--- config.mk ---
export PLATFORM = sky130hd
export DESIGN_NAME = eeprom_control_unit
export DESIGN_NICKNAME = d
export VERILOG_FILES = /design/src/eeprom_control_pkg.sv /design/src/nv_array_if.sv /design/src/nv_store.sv /design/src/eeprom_control_unit.sv
export VERILOG_INCLUDE_DIRS = /design/src
export SDC_FILE = /design/constraint.sdc
export NUM_CORES = 1
export LEC_CHECK = 0
export BUFFER_PORTS_ARGS = -buffer_cell sky130_fd_sc_hd__buf_4
export CELL_PAD_IN_SITES_DETAIL_PLACEMENT = 2
export CELL_PAD_IN_SITES_GLOBAL_PLACEMENT = 2
export CORE_UTILIZATION = 42
export CTS_CLUSTER_DIAMETER = 150
export DETAILED_ROUTE_END_ITERATION = 8
export PLACE_DENSITY = 0.7
export SLEW_MARGIN = 15
export SYNTH_ARGS = -nofsm -noshare
export SYNTH_HDL_FRONTEND = slang
export SYNTH_SLANG_ARGS = --single-unit
--- constraint.sdc ---
create_clock -name ref_clk -period 13.92 [get_ports ref_clk]
set_input_delay 0.696 -clock ref_clk [delete_from_list [all_inputs] [get_ports ref_clk]]
set_output_delay 0.696 -clock ref_clk [all_outputs]
set_load 0.03 [all_outputs]
--- src/eeprom_control_defines.svh ---
/*
  Register offsets, field positions, reset values and timing counts for the
  EEPROM control unit. Assumes a 100 MHz clock and byte-wide registers.
*/
`ifndef EEPROM_CONTROL_DEFINES_SVH
`define EEPROM_CONTROL_DEFINES_SVH

`define ADDR_STORED_CRC 8'h2f
`define ADDR_PROG_COUNT 8'h30
`define ADDR_NV_CTL 8'h31
`define ADDR_LIVE_CRC 8'h32
`define ADDR_UNLOCK 8'h38

// Unlock code value is arbitrary.
`define UNLOCK_CODE 8'h5a

`define BIT_LIVE_TO_SRAM 6
`define BIT_CRC_ERROR 5
`define BIT_AUTO_CRC 4
`define BIT_EE_TO_LIVE 3
`define BIT_BUSY 2
`define BIT_ERASE 1
`define BIT_PROGRAM 0

`define RST_BYTE 8'h00
`define RST_AUTO_CRC 1'b1
`define COUNT_MAX 8'hff
`define CRC_INIT 8'h00
`define CRC_POLY 8'h07

`define NV_WORDS 32
`define LIVE_WORDS 5'd30
`define COUNT_WORD 5'd30
`define CRC_WORD 5'd31
`define LAST_WORD 5'd31

`define CLK_PERIOD_NS 10
`define ERASE_TIME_MS 115
`define PROGRAM_TIME_MS 115
`define ERASE_CYCLES ((`ERASE_TIME_MS * 1000000) / `CLK_PERIOD_NS)
`define PROGRAM_CYCLES ((`PROGRAM_TIME_MS * 1000000) / `CLK_PERIOD_NS)

`endif

--- src/eeprom_control_pkg.sv ---
/*
  Types and the CRC byte step for the EEPROM control unit.
  Assumes the defines header is on the include path.
*/
`include "eeprom_control_defines.svh"

package eeprom_control_pkg;

  typedef enum logic [2:0] {
    S_LOAD,
    S_IDLE,
    S_COPY,
    S_ERASE,
    S_PROG,
    S_RELOAD
  } nv_state_t;

  typedef logic [7:0] byte_t;
  typedef logic [4:0] word_addr_t;

  // One byte step of a CRC-8, MSB first.
  function automatic byte_t crc8_step(input byte_t crc, input byte_t data);
    byte_t c;
    c = crc ^ data;
    for (int i = 0; i < 8; i++)
    begin
      c = c[7] ? ((c << 1) ^ `CRC_POLY) : (c << 1);
    end
    return c;
  endfunction

endpackage

--- src/nv_array_if.sv ---
/*
  Carrier between the control unit and the EEPROM/SRAM store.
  Assumes both ends share ref_clk.
*/
`timescale 1ns/1ps

interface nv_array_if;
  import eeprom_control_pkg::*;
  word_addr_t addr;
  logic sram_we;
  byte_t sram_wdata;
  byte_t sram_rdata;
  byte_t ee_rdata;
  logic erase_go;
  logic prog_go;
  logic auto_crc;

  modport ctrl (
    output addr, sram_we, sram_wdata, erase_go, prog_go, auto_crc,
    input sram_rdata, ee_rdata
  );
  modport store (
    input addr, sram_we, sram_wdata, erase_go, prog_go, auto_crc,
    output sram_rdata, ee_rdata
  );
endinterface

--- src/nv_store.sv ---
/*
  EEPROM array and its SRAM staging array. Erase and program act in the
  cycle of their pulse; the control unit times the phases around them.
  Assumes both arrays start erased and then hold what was last written.
*/
`timescale 1ns/1ps

module nv_store
  import eeprom_control_pkg::*;
(
  input wire logic ref_clk,  // System clock
  nv_array_if.store nv       // Array access from the control unit
);

  // Both arrays leave the factory erased, so a first load reads zeros.
  byte_t ee_mem [`NV_WORDS] = '{default: `RST_BYTE};
  byte_t sram_mem [`NV_WORDS] = '{default: `RST_BYTE};
  byte_t sram_crc;

  // CRC over the image that a program would store.
  always_comb
  begin
    sram_crc = `CRC_INIT;
    for (int i = 0; i < 30; i++)
    begin
      sram_crc = crc8_step(sram_crc, sram_mem[i]);
    end
  end

  assign nv.sram_rdata = sram_mem[nv.addr];
  assign nv.ee_rdata = ee_mem[nv.addr];

  always_ff @(posedge ref_clk)
  begin
    if (nv.sram_we)
    begin
      sram_mem[nv.addr] <= nv.sram_wdata;
    end
  end

  // The cycle count survives an erase and saturates on program.
  for (genvar g = 0; g < `NV_WORDS; g++)
  begin : g_word
    always_ff @(posedge ref_clk)
    begin
      if (g == `COUNT_WORD)
      begin
        if (nv.prog_go && ee_mem[g] != `COUNT_MAX)
        begin
          ee_mem[g] <= ee_mem[g] + 8'h01;
        end
      end
      else if (nv.erase_go)
      begin
        ee_mem[g] <= `RST_BYTE;
      end
      else if (nv.prog_go)
      begin
        if (g == `CRC_WORD && nv.auto_crc)
        begin
          ee_mem[g] <= sram_crc;
        end
        else
        begin
          ee_mem[g] <= sram_mem[g];
        end
      end
    end
  end

endmodule

--- src/eeprom_control_unit.sv ---
/*
  EEPROM control unit: stored and live CRC, cycle counter, control byte,
  unlock guard, register/EEPROM transfers and erase/program timing.
  Assumes the serial front end hands over byte accesses and marks the end
  of each bus transaction, and that live registers answer reads at once.
*/
`timescale 1ns/1ps

module eeprom_control_unit
  import eeprom_control_pkg::*;
#(
  parameter int unsigned ERASE_CYCLES = `ERASE_CYCLES,
  parameter int unsigned PROGRAM_CYCLES = `PROGRAM_CYCLES
)
(
  input wire logic ref_clk,        // System clock, 100 MHz
  input wire logic rst,            // Synchronous reset, active high
  input wire logic reg_wr,         // Register write strobe
  input wire logic reg_rd,         // Register read strobe
  input wire logic [7:0] reg_addr, // Register address
  input wire logic [7:0] reg_wdata,// Register write data
  input wire logic txn_end,        // End of a bus transaction
  output logic [7:0] reg_rdata,    // Register read data
  output logic rd_hold,            // Reads refused during EEPROM load
  output logic live_we,            // Live register write strobe
  output logic [4:0] live_addr,    // Live register address
  output logic [7:0] live_wdata,   // Live register write data
  input wire logic [7:0] live_rdata// Live register read data
);

  nv_array_if nv ();

  nv_store u_store (
    .ref_clk (ref_clk),
    .nv      (nv.store)
  );

  nv_state_t state_r, state_nxt;
  word_addr_t addr_r, addr_nxt;
  logic [23:0] timer_r, timer_nxt;
  byte_t stored_crc_r, stored_crc_nxt;
  byte_t count_r, count_nxt;
  byte_t live_crc_r, live_crc_nxt;
  byte_t run_crc_r, run_crc_nxt;
  logic crc_err_r, crc_err_nxt;
  logic auto_crc_r, auto_crc_nxt;
  logic erase_pend_r, erase_pend_nxt;
  logic prog_pend_r, prog_pend_nxt;
  logic txn_unlock_r, txn_unlock_nxt;
  logic txn_open_r, txn_open_nxt;
  logic armed_r, armed_nxt;
  byte_t rdata_r, rdata_nxt;

  logic ctl_wr;
  logic start_req;
  logic busy;
  byte_t ctl_view;

  assign ctl_wr = reg_wr && reg_addr == `ADDR_NV_CTL;
  assign start_req = ctl_wr && armed_r
    && (reg_wdata[`BIT_ERASE] || reg_wdata[`BIT_PROGRAM]);
  assign busy = state_r == S_ERASE || state_r == S_PROG
    || state_r == S_RELOAD;

  always_comb
  begin
    ctl_view = 8'h00;
    ctl_view[`BIT_LIVE_TO_SRAM] = state_r == S_COPY;
    ctl_view[`BIT_CRC_ERROR] = crc_err_r;
    ctl_view[`BIT_AUTO_CRC] = auto_crc_r;
    ctl_view[`BIT_EE_TO_LIVE] = state_r == S_LOAD;
    ctl_view[`BIT_BUSY] = busy;
    ctl_view[`BIT_ERASE] = erase_pend_r;
    ctl_view[`BIT_PROGRAM] = prog_pend_r;
  end

  // Unlock tracking: a transaction counts as an unlock only if every
  // access in it was the unlock write with the right code.
  always_comb
  begin
    txn_unlock_nxt = txn_unlock_r;
    txn_open_nxt = txn_open_r;
    armed_nxt = armed_r;
    if (reg_wr || reg_rd)
    begin
      txn_unlock_nxt = (txn_unlock_r || !txn_open_r)
        && reg_wr && reg_addr == `ADDR_UNLOCK
        && reg_wdata == `UNLOCK_CODE;
      txn_open_nxt = 1'b1;
    end
    if (txn_end)
    begin
      armed_nxt = txn_unlock_nxt;
      txn_unlock_nxt = 1'b0;
      txn_open_nxt = 1'b0;
    end
  end

  always_ff @(posedge ref_clk)
  begin
    if (rst)
    begin
      txn_unlock_r <= 1'b0;
      txn_open_r <= 1'b0;
      armed_r <= 1'b0;
    end
    else
    begin
      txn_unlock_r <= txn_unlock_nxt;
      txn_open_r <= txn_open_nxt;
      armed_r <= armed_nxt;
    end
  end

  // Read path.
  always_comb
  begin
    rdata_nxt = rdata_r;
    if (reg_rd && state_r != S_LOAD)
    begin
      case (reg_addr)
        `ADDR_STORED_CRC: rdata_nxt = stored_crc_r;
        `ADDR_PROG_COUNT: rdata_nxt = count_r;
        `ADDR_NV_CTL: rdata_nxt = ctl_view;
        `ADDR_LIVE_CRC: rdata_nxt = live_crc_r;
        default: rdata_nxt = `RST_BYTE;
      endcase
    end
  end

  always_ff @(posedge ref_clk)
  begin
    if (rst)
    begin
      rdata_r <= `RST_BYTE;
    end
    else
    begin
      rdata_r <= rdata_nxt;
    end
  end

  assign reg_rdata = rdata_r;
  assign rd_hold = state_r == S_LOAD;

  // Array and live-register strobes follow the sequencer state.
  assign nv.addr = addr_r;
  assign nv.sram_we = state_r == S_COPY;
  assign nv.sram_wdata = live_rdata;
  assign nv.auto_crc = auto_crc_r;
  assign nv.erase_go = state_r == S_ERASE && timer_r == 24'h000000;
  assign nv.prog_go = state_r == S_PROG && timer_r == 24'h000000;
  assign live_addr = addr_r;
  assign live_wdata = nv.ee_rdata;
  assign live_we = state_r == S_LOAD && addr_r < `LIVE_WORDS;

  // Sequencer.
  always_comb
  begin
    state_nxt = state_r;
    addr_nxt = addr_r;
    timer_nxt = timer_r;
    stored_crc_nxt = stored_crc_r;
    count_nxt = count_r;
    live_crc_nxt = live_crc_r;
    run_crc_nxt = run_crc_r;
    crc_err_nxt = crc_err_r;
    auto_crc_nxt = auto_crc_r;
    erase_pend_nxt = erase_pend_r;
    prog_pend_nxt = prog_pend_r;
    if (ctl_wr)
    begin
      auto_crc_nxt = reg_wdata[`BIT_AUTO_CRC];
    end
    case (state_r)
      S_LOAD:
      begin
        if (addr_r < `LIVE_WORDS)
        begin
          run_crc_nxt = crc8_step(run_crc_r, nv.ee_rdata);
        end
        if (addr_r == `COUNT_WORD)
        begin
          count_nxt = nv.ee_rdata;
        end
        addr_nxt = addr_r + 5'd1;
        if (addr_r == `LAST_WORD)
        begin
          stored_crc_nxt = nv.ee_rdata;
          live_crc_nxt = run_crc_r;
          crc_err_nxt = run_crc_r != nv.ee_rdata;
          addr_nxt = 5'd0;
          state_nxt = S_IDLE;
        end
      end
      S_IDLE:
      begin
        addr_nxt = 5'd0;
        run_crc_nxt = `CRC_INIT;
        if (start_req)
        begin
          erase_pend_nxt = reg_wdata[`BIT_ERASE];
          prog_pend_nxt = reg_wdata[`BIT_PROGRAM];
          if (reg_wdata[`BIT_ERASE])
          begin
            timer_nxt = 24'(ERASE_CYCLES - 1);
            state_nxt = S_ERASE;
          end
          else
          begin
            timer_nxt = 24'(PROGRAM_CYCLES - 1);
            state_nxt = S_PROG;
          end
        end
        else if (ctl_wr && reg_wdata[`BIT_EE_TO_LIVE])
        begin
          state_nxt = S_LOAD;
        end
        else if (ctl_wr && reg_wdata[`BIT_LIVE_TO_SRAM])
        begin
          state_nxt = S_COPY;
        end
      end
      S_COPY:
      begin
        addr_nxt = addr_r + 5'd1;
        if (addr_r == `LIVE_WORDS - 5'd1)
        begin
          addr_nxt = 5'd0;
          state_nxt = S_IDLE;
        end
      end
      S_ERASE:
      begin
        timer_nxt = timer_r - 24'd1;
        if (timer_r == 24'h000000)
        begin
          erase_pend_nxt = 1'b0;
          if (prog_pend_r)
          begin
            timer_nxt = 24'(PROGRAM_CYCLES - 1);
            state_nxt = S_PROG;
          end
          else
          begin
            addr_nxt = `COUNT_WORD;
            state_nxt = S_RELOAD;
          end
        end
      end
      S_PROG:
      begin
        timer_nxt = timer_r - 24'd1;
        if (timer_r == 24'h000000)
        begin
          prog_pend_nxt = 1'b0;
          addr_nxt = `COUNT_WORD;
          state_nxt = S_RELOAD;
        end
      end
      S_RELOAD:
      begin
        addr_nxt = addr_r + 5'd1;
        if (addr_r == `COUNT_WORD)
        begin
          count_nxt = nv.ee_rdata;
        end
        else
        begin
          stored_crc_nxt = nv.ee_rdata;
          addr_nxt = 5'd0;
          state_nxt = S_IDLE;
        end
      end
      default:
      begin
        state_nxt = S_IDLE;
      end
    endcase
  end

  always_ff @(posedge ref_clk)
  begin
    if (rst)
    begin
      state_r <= S_LOAD;
      addr_r <= 5'd0;
      timer_r <= 24'h000000;
      stored_crc_r <= `RST_BYTE;
      count_r <= `RST_BYTE;
      live_crc_r <= `RST_BYTE;
      run_crc_r <= `CRC_INIT;
      crc_err_r <= 1'b0;
      auto_crc_r <= `RST_AUTO_CRC;
      erase_pend_r <= 1'b0;
      prog_pend_r <= 1'b0;
    end
    else
    begin
      state_r <= state_nxt;
      addr_r <= addr_nxt;
      timer_r <= timer_nxt;
      stored_crc_r <= stored_crc_nxt;
      count_r <= count_nxt;
      live_crc_r <= live_crc_nxt;
      run_crc_r <= run_crc_nxt;
      crc_err_r <= crc_err_nxt;
      auto_crc_r <= auto_crc_nxt;
      erase_pend_r <= erase_pend_nxt;
      prog_pend_r <= prog_pend_nxt;
    end
  end

endmodule

## After elaboration in Yosys (flattened, before gate mapping)

Memories as Yosys holds them, arrays and structs flattened. A register that Yosys moved wholly into a read port is not among the register bits.
Index checks and enable logic that the tools add are counted.

- Memories kept: 2
- Input bits: 29
- RAM bits: 512
- Flip-flop bits (word level): 79

- Add/sub/neg operators: 3
- Multiplexer cells: 333
- Bitwise logic cells: 310
- Reductions and logical operators: 39
- Equality and inequality tests: 25
- Magnitude comparators: 1

Memory list:

| memory | depth | bits a word | rd ports | clocked after memory_dff | wr ports | line | source |
|---|---|---|---|---|---|---|---|
| u_store.ee_mem | 32 | 8 | 2 | 1 | 32 | nv_store.sv:16 | `` byte_t ee_mem [`NV_WORDS] = '{default: `RST_BYTE}; `` |
| u_store.sram_mem | 32 | 8 | 31 | 0 | 1 | nv_store.sv:17 | `` byte_t sram_mem [`NV_WORDS] = '{default: `RST_BYTE}; `` |

Operator list:

| kind | count |
|---|---|
| 2-to-1 mux 3 bit | 257 |
| inverter 3 bit | 248 |
| 2-to-1 mux 8 bit | 35 |
| XOR 8 bit | 30 |
| 2-to-1 mux 24 bit | 3 |
| one-hot mux 24 bit (3 select lines) | 1 |
| == test 8 x 6 -> 1 bit, second input constant | 5 |
| 2-to-1 mux 5 bit | 8 |
| bitwise OR 1 bit | 32 |
| one-hot mux 8 bit (2 select lines) | 2 |
| one-hot mux 8 bit (4 select lines) | 1 |
| one-hot mux 5 bit (6 select lines) | 1 |
| logical NOT 24 bit | 1 |
| subtractor 24 x 1 -> 24 bit, second input constant | 1 |
| 2-to-1 mux 1 bit | 22 |
| one-hot mux 3 bit (6 select lines) | 1 |
| == test 5 bit, second input constant | 3 |
| logical AND 1 bit | 13 |
| inequality test 2 x 1 -> 1 bit, second input constant | 5 |
| AND reduction 3 bit | 3 |
| adder 8 x 1 -> 8 bit, second input constant | 1 |
| == test 8 x 7 -> 1 bit, second input constant | 1 |
| inequality test 8 bit | 1 |
| inequality test 8 bit, second input constant | 1 |
| 18 further kinds | 35 |

## Logic depth before layout (Yosys ltp)

An unclocked memory read counts as a cell.

- Depth after elaboration: 512
- Depth in mapped cells: 28

## Hierarchy

A second synthesis with hierarchy kept.

- Cells, all modules: 2,359
- Area, all modules: 35,400.2 µm²

Modules (own cells, without submodules):

| module | times used | cells an instance | area an instance (µm²) |
|---|---|---|---|
| nv_store | 1 | 1,836 | 31,047.3 |
| eeprom_control_unit | 1 | 523 | 4,352.9 |

## Worst setup path after synthesis

Ideal clock, no wire load.

- Path type: register to register
- From: register timer_r[9]
- To: memory u_store.ee_mem[0][0] (netlist bit) (enable)
- Slack: 1,102 ps
- Required time: 13,074 ps
- Arrival: 11,972 ps
- Period minus slack after synthesis: 12,818 ps
- Setup time: 846 ps
- Stages on the path, launching flop included: 9
- Cell sequence: dfxtp_1 > or3_1 > or2_2 > or3_1 > nor3_1 > nand2_1 > nor3_1 > nand4_1 > nor2_1

RTL lines:

| what | line | source |
|---|---|---|
| from (decl) | eeprom_control_unit.sv:40 | `logic [23:0] timer_r, timer_nxt;` |
| from (signal assigned) | eeprom_control_unit.sv:302 | `timer_r <= timer_nxt;` |
| to (decl) | nv_store.sv:16 |  |

==> results.cfg <==
[run_status]
outcome = complete, no violations

[worst_setup_path]
r2r_end = u_store.ee_mem[31][5]$_DFFE_PP_
cp-endpoint = u_store.ee_mem[31][5]$_DFFE_PP_
path_class = reg2reg
reg2reg_from = u_store.sram_mem[0][2]$_DFFE_PP_
cp.required_ns = 14.28
r2r_cells = 27
cp.arrival_ns = 12.87
cp-startpoint = u_store.sram_mem[0][2]$_DFFE_PP_
crit_path_end_kind = flop
worst-path-stages = 27
critPathMaxFanout = 8
cpMostUsedCell = xnor3_1
slowest_delay_ns = 0.62
crit_buf_inv = 0
r2r_slack_ns = 1.41
slowest_stage = xor3_2
cp_top_family = XOR/XNOR gates
startpoint_type = flop

[synthesis]
post_synth_fa_ha_maj_area_fraction_pct = 0.416
ys_warn_count = 0
synthMuxAreaShare_pct = 5.93
synth_ff_type = edfxtp_1
synth_top_cell_by_area = edfxtp_1
syn_avg_cell_area_um2 = 15.2
synth_top_family_by_area = XOR/XNOR gates
synthCells = 2172
netlist-cell-type-count = 58
synthTopCellsByArea = edfxtp_1, xnor3_1, xnor2_1, mux4_2, dfxtp_1
synth_edf_count = 504
async_flop_share_pct = 0
synth-compound-area-share_pct = 2.92
synth_nets = 2212
ys_ff_latch = 588
synth_common_cells = edfxtp_1, xnor2_1, and3_1
yosys.area_share.xor_xnor_pct = 30.5
synth.top_cell.area_share_pct = 45.7
synth-simple-area-share_pct = 7.97
seq_area_frac_synth_pct = 50.8
synth_area_um2 = 33100
synth.most_common_cell = edfxtp_1

[global_route]
gr-total-overflow = 0
grt.total_usage_pct = 25.1
antenna_found_initial = 11
grt_pass1_wl_mm = 144
grt_max_degree = 239
grt_pass1_vias = 20500

[clocking]
root_buffer = clkbuf_16
cts.clk_slew.worst_paths_ns = 0.06
h-tree-depth = 3
cts_tree = done
post_cts_buffers = 0
post_cts_resize_count = 0
worstSkewPairLatency_ns = 0.61
hold_buffers = 0
clock-sinks = 588
numCtsBuffers = 70
clockBufferDepth = 3

[hold_path]
worst_hold_path_type = in2reg

[route]
via_per_inst = 5.67
wl_per_cell_um = 29.7
wirelength_mm = 98.2
first_pass_iters = 5
drtAntennaViolNets = 0
first_iter_violations = 1563
route.detailed.drc = 0
vias = 18700

[floorplanning]
dieArea_um2 = 79900
core_um2 = 77700
ios = 52
start_util_pct = 42.6
die_h_um = 283
num_rows = 102
fp.dieW_um = 283

[timing]
finalSetupViolCount = 0
max_freq_mhz = 79.9
period_minus_slack_ns = 12.51
rsz0062_at_grt = no
max_slew_margin_pct = 15.7
fin_skew_ns = 0.0314
maxSlewViolCount = 0
finalHoldViolCount = 0
setup-tns-final_ns = 0
post-route-period-util_pct = 89.9
worst_pin_slew_ns = 1.27

[placement]
portBuffers = 51
dp_hpwl_mm = 67.6
placed_cells = 3175
gp_congestion = 0.842

[cells_and_area]
nets = 2247
area_delta_synth_final_pct = 11.1
regArea_um2 = 16800
n_fill_cell = 7169
multi_input_area_um2 = 15800
final_cell_count_no_fill = 3301
drive_gt1_share_pct = 13.5

[flow_run]
drv_cap = 0
cell type report:
type | instances | area share (%)
diodes | 1 | 0.00681
flip-flops and latches | 588 | 45.8
well taps | 1040 | 3.54
multi-input cells | 1459 | 43.1
inverters | 24 | 0.245
clock inverters | 31 | 0.797
repair buffers | 64 | 1.38
clock buffers | 94 | 5.18
cells by family after synthesis:
logic type | count (synthesis)
XOR/XNOR | 720
flip-flops | 588
AND/OR/NAND/NOR | 484
AO/OA/AOI/OAI | 148
buffers and inverters | 125
multiplexers | 96
adder cells (fa/ha/maj) | 11
how the worst min path moves through the flow:
stage / from / end / depth (start not counted)
floorplan: live_crc_r[0]$_SDFFE_PP0P_ / live_crc_r[0]$_SDFFE_PP0P_ / 2
global route: txn_end / txn_unlock_r$_SDFF_PP0_ / 2
finish: txn_end / txn_open_r$_SDFFE_PP0N_ / 2
global placement: live_crc_r[7]$_SDFFE_PP0P_ / live_crc_r[7]$_SDFFE_PP0P_ / 2
detailed placement: live_crc_r[1]$_SDFFE_PP0P_ / live_crc_r[1]$_SDFFE_PP0P_ / 2
CTS: txn_end / txn_open_r$_SDFFE_PP0N_ / 2
flip-flops by register name, indices dropped and copies added (netlist names), named ones only:
| register | cells |
|---|---|
| armed_r | 1 |
| live_crc_r | 8 |
| live_addr | 5 |
| run_crc_r | 8 |
| u_store.sram_mem | 248 |
| reg_rdata | 8 |
| crc_err_r | 1 |
| auto_crc_r | 1 |
| count_r | 8 |
| erase_pend_r | 1 |
| state_r | 3 |
| stored_crc_r | 8 |
| txn_unlock_r | 1 |
| prog_pend_r | 1 |
| timer_r | 24 |
| u_store.ee_mem | 256 |
| txn_open_r | 1 |
worst register-to-register path: cells and delay by family, from the launching register on:
kind,cells,cell delay (ns)
xor gates and xnor gates,26,11.58
DFF,1,0.51
AOI/OAI and AO/OA,1,0.18
cell usage in the layout, fill, tap and decap left out, types with 20 or more instances in the layout:
| master | count |
|---|---|
| xor3_1 | 26 |
| xnor3_1 | 199 |
| nor2_1 | 111 |
| clkbuf_1 | 20 |
| mux4_2 | 80 |
| xor2_1 | 112 |
| inv_1 | 24 |
| and3_1 | 240 |
| dfxtp_1 | 82 |
| o21ai_0 | 29 |
| clkbuf_16 | 72 |
| buf_4 | 62 |
| edfxtp_1 | 504 |
| xnor2_1 | 329 |
| a21oi_1 | 37 |
| nand2_1 | 37 |
layer usage:
layer  part of all wire [%]  GRT usage [%]  vias to the layer above
met2                     48           41.3                      462
met1                     44           34.2                     9960
met3                    5.0           3.79                      139
met4                    2.8           7.98                       10
met5                  0.062              0                        -
li1                       -              -                     8144
stage by stage:
stage / area [um^2] / worst slack, ns / hold slack [ns] / utilization, %
global route: 36700 / 0.981 / 0.277 / 47.3
global placement: 34500 / 1.94 / 0.455 / 44.4
finish: 36700 / 1.41 / 0.275 / 47.3
CTS: 36700 / 1.43 / 0.246 / 47.3
detailed placement: 34500 / 1.58 / 0.457 / 44.4
floorplan: 33100 / 1.10 / 0.436 / -
Power is not shown: default switching activity piles up to over one toggle a cycle in this logic, so the estimate is an artifact.
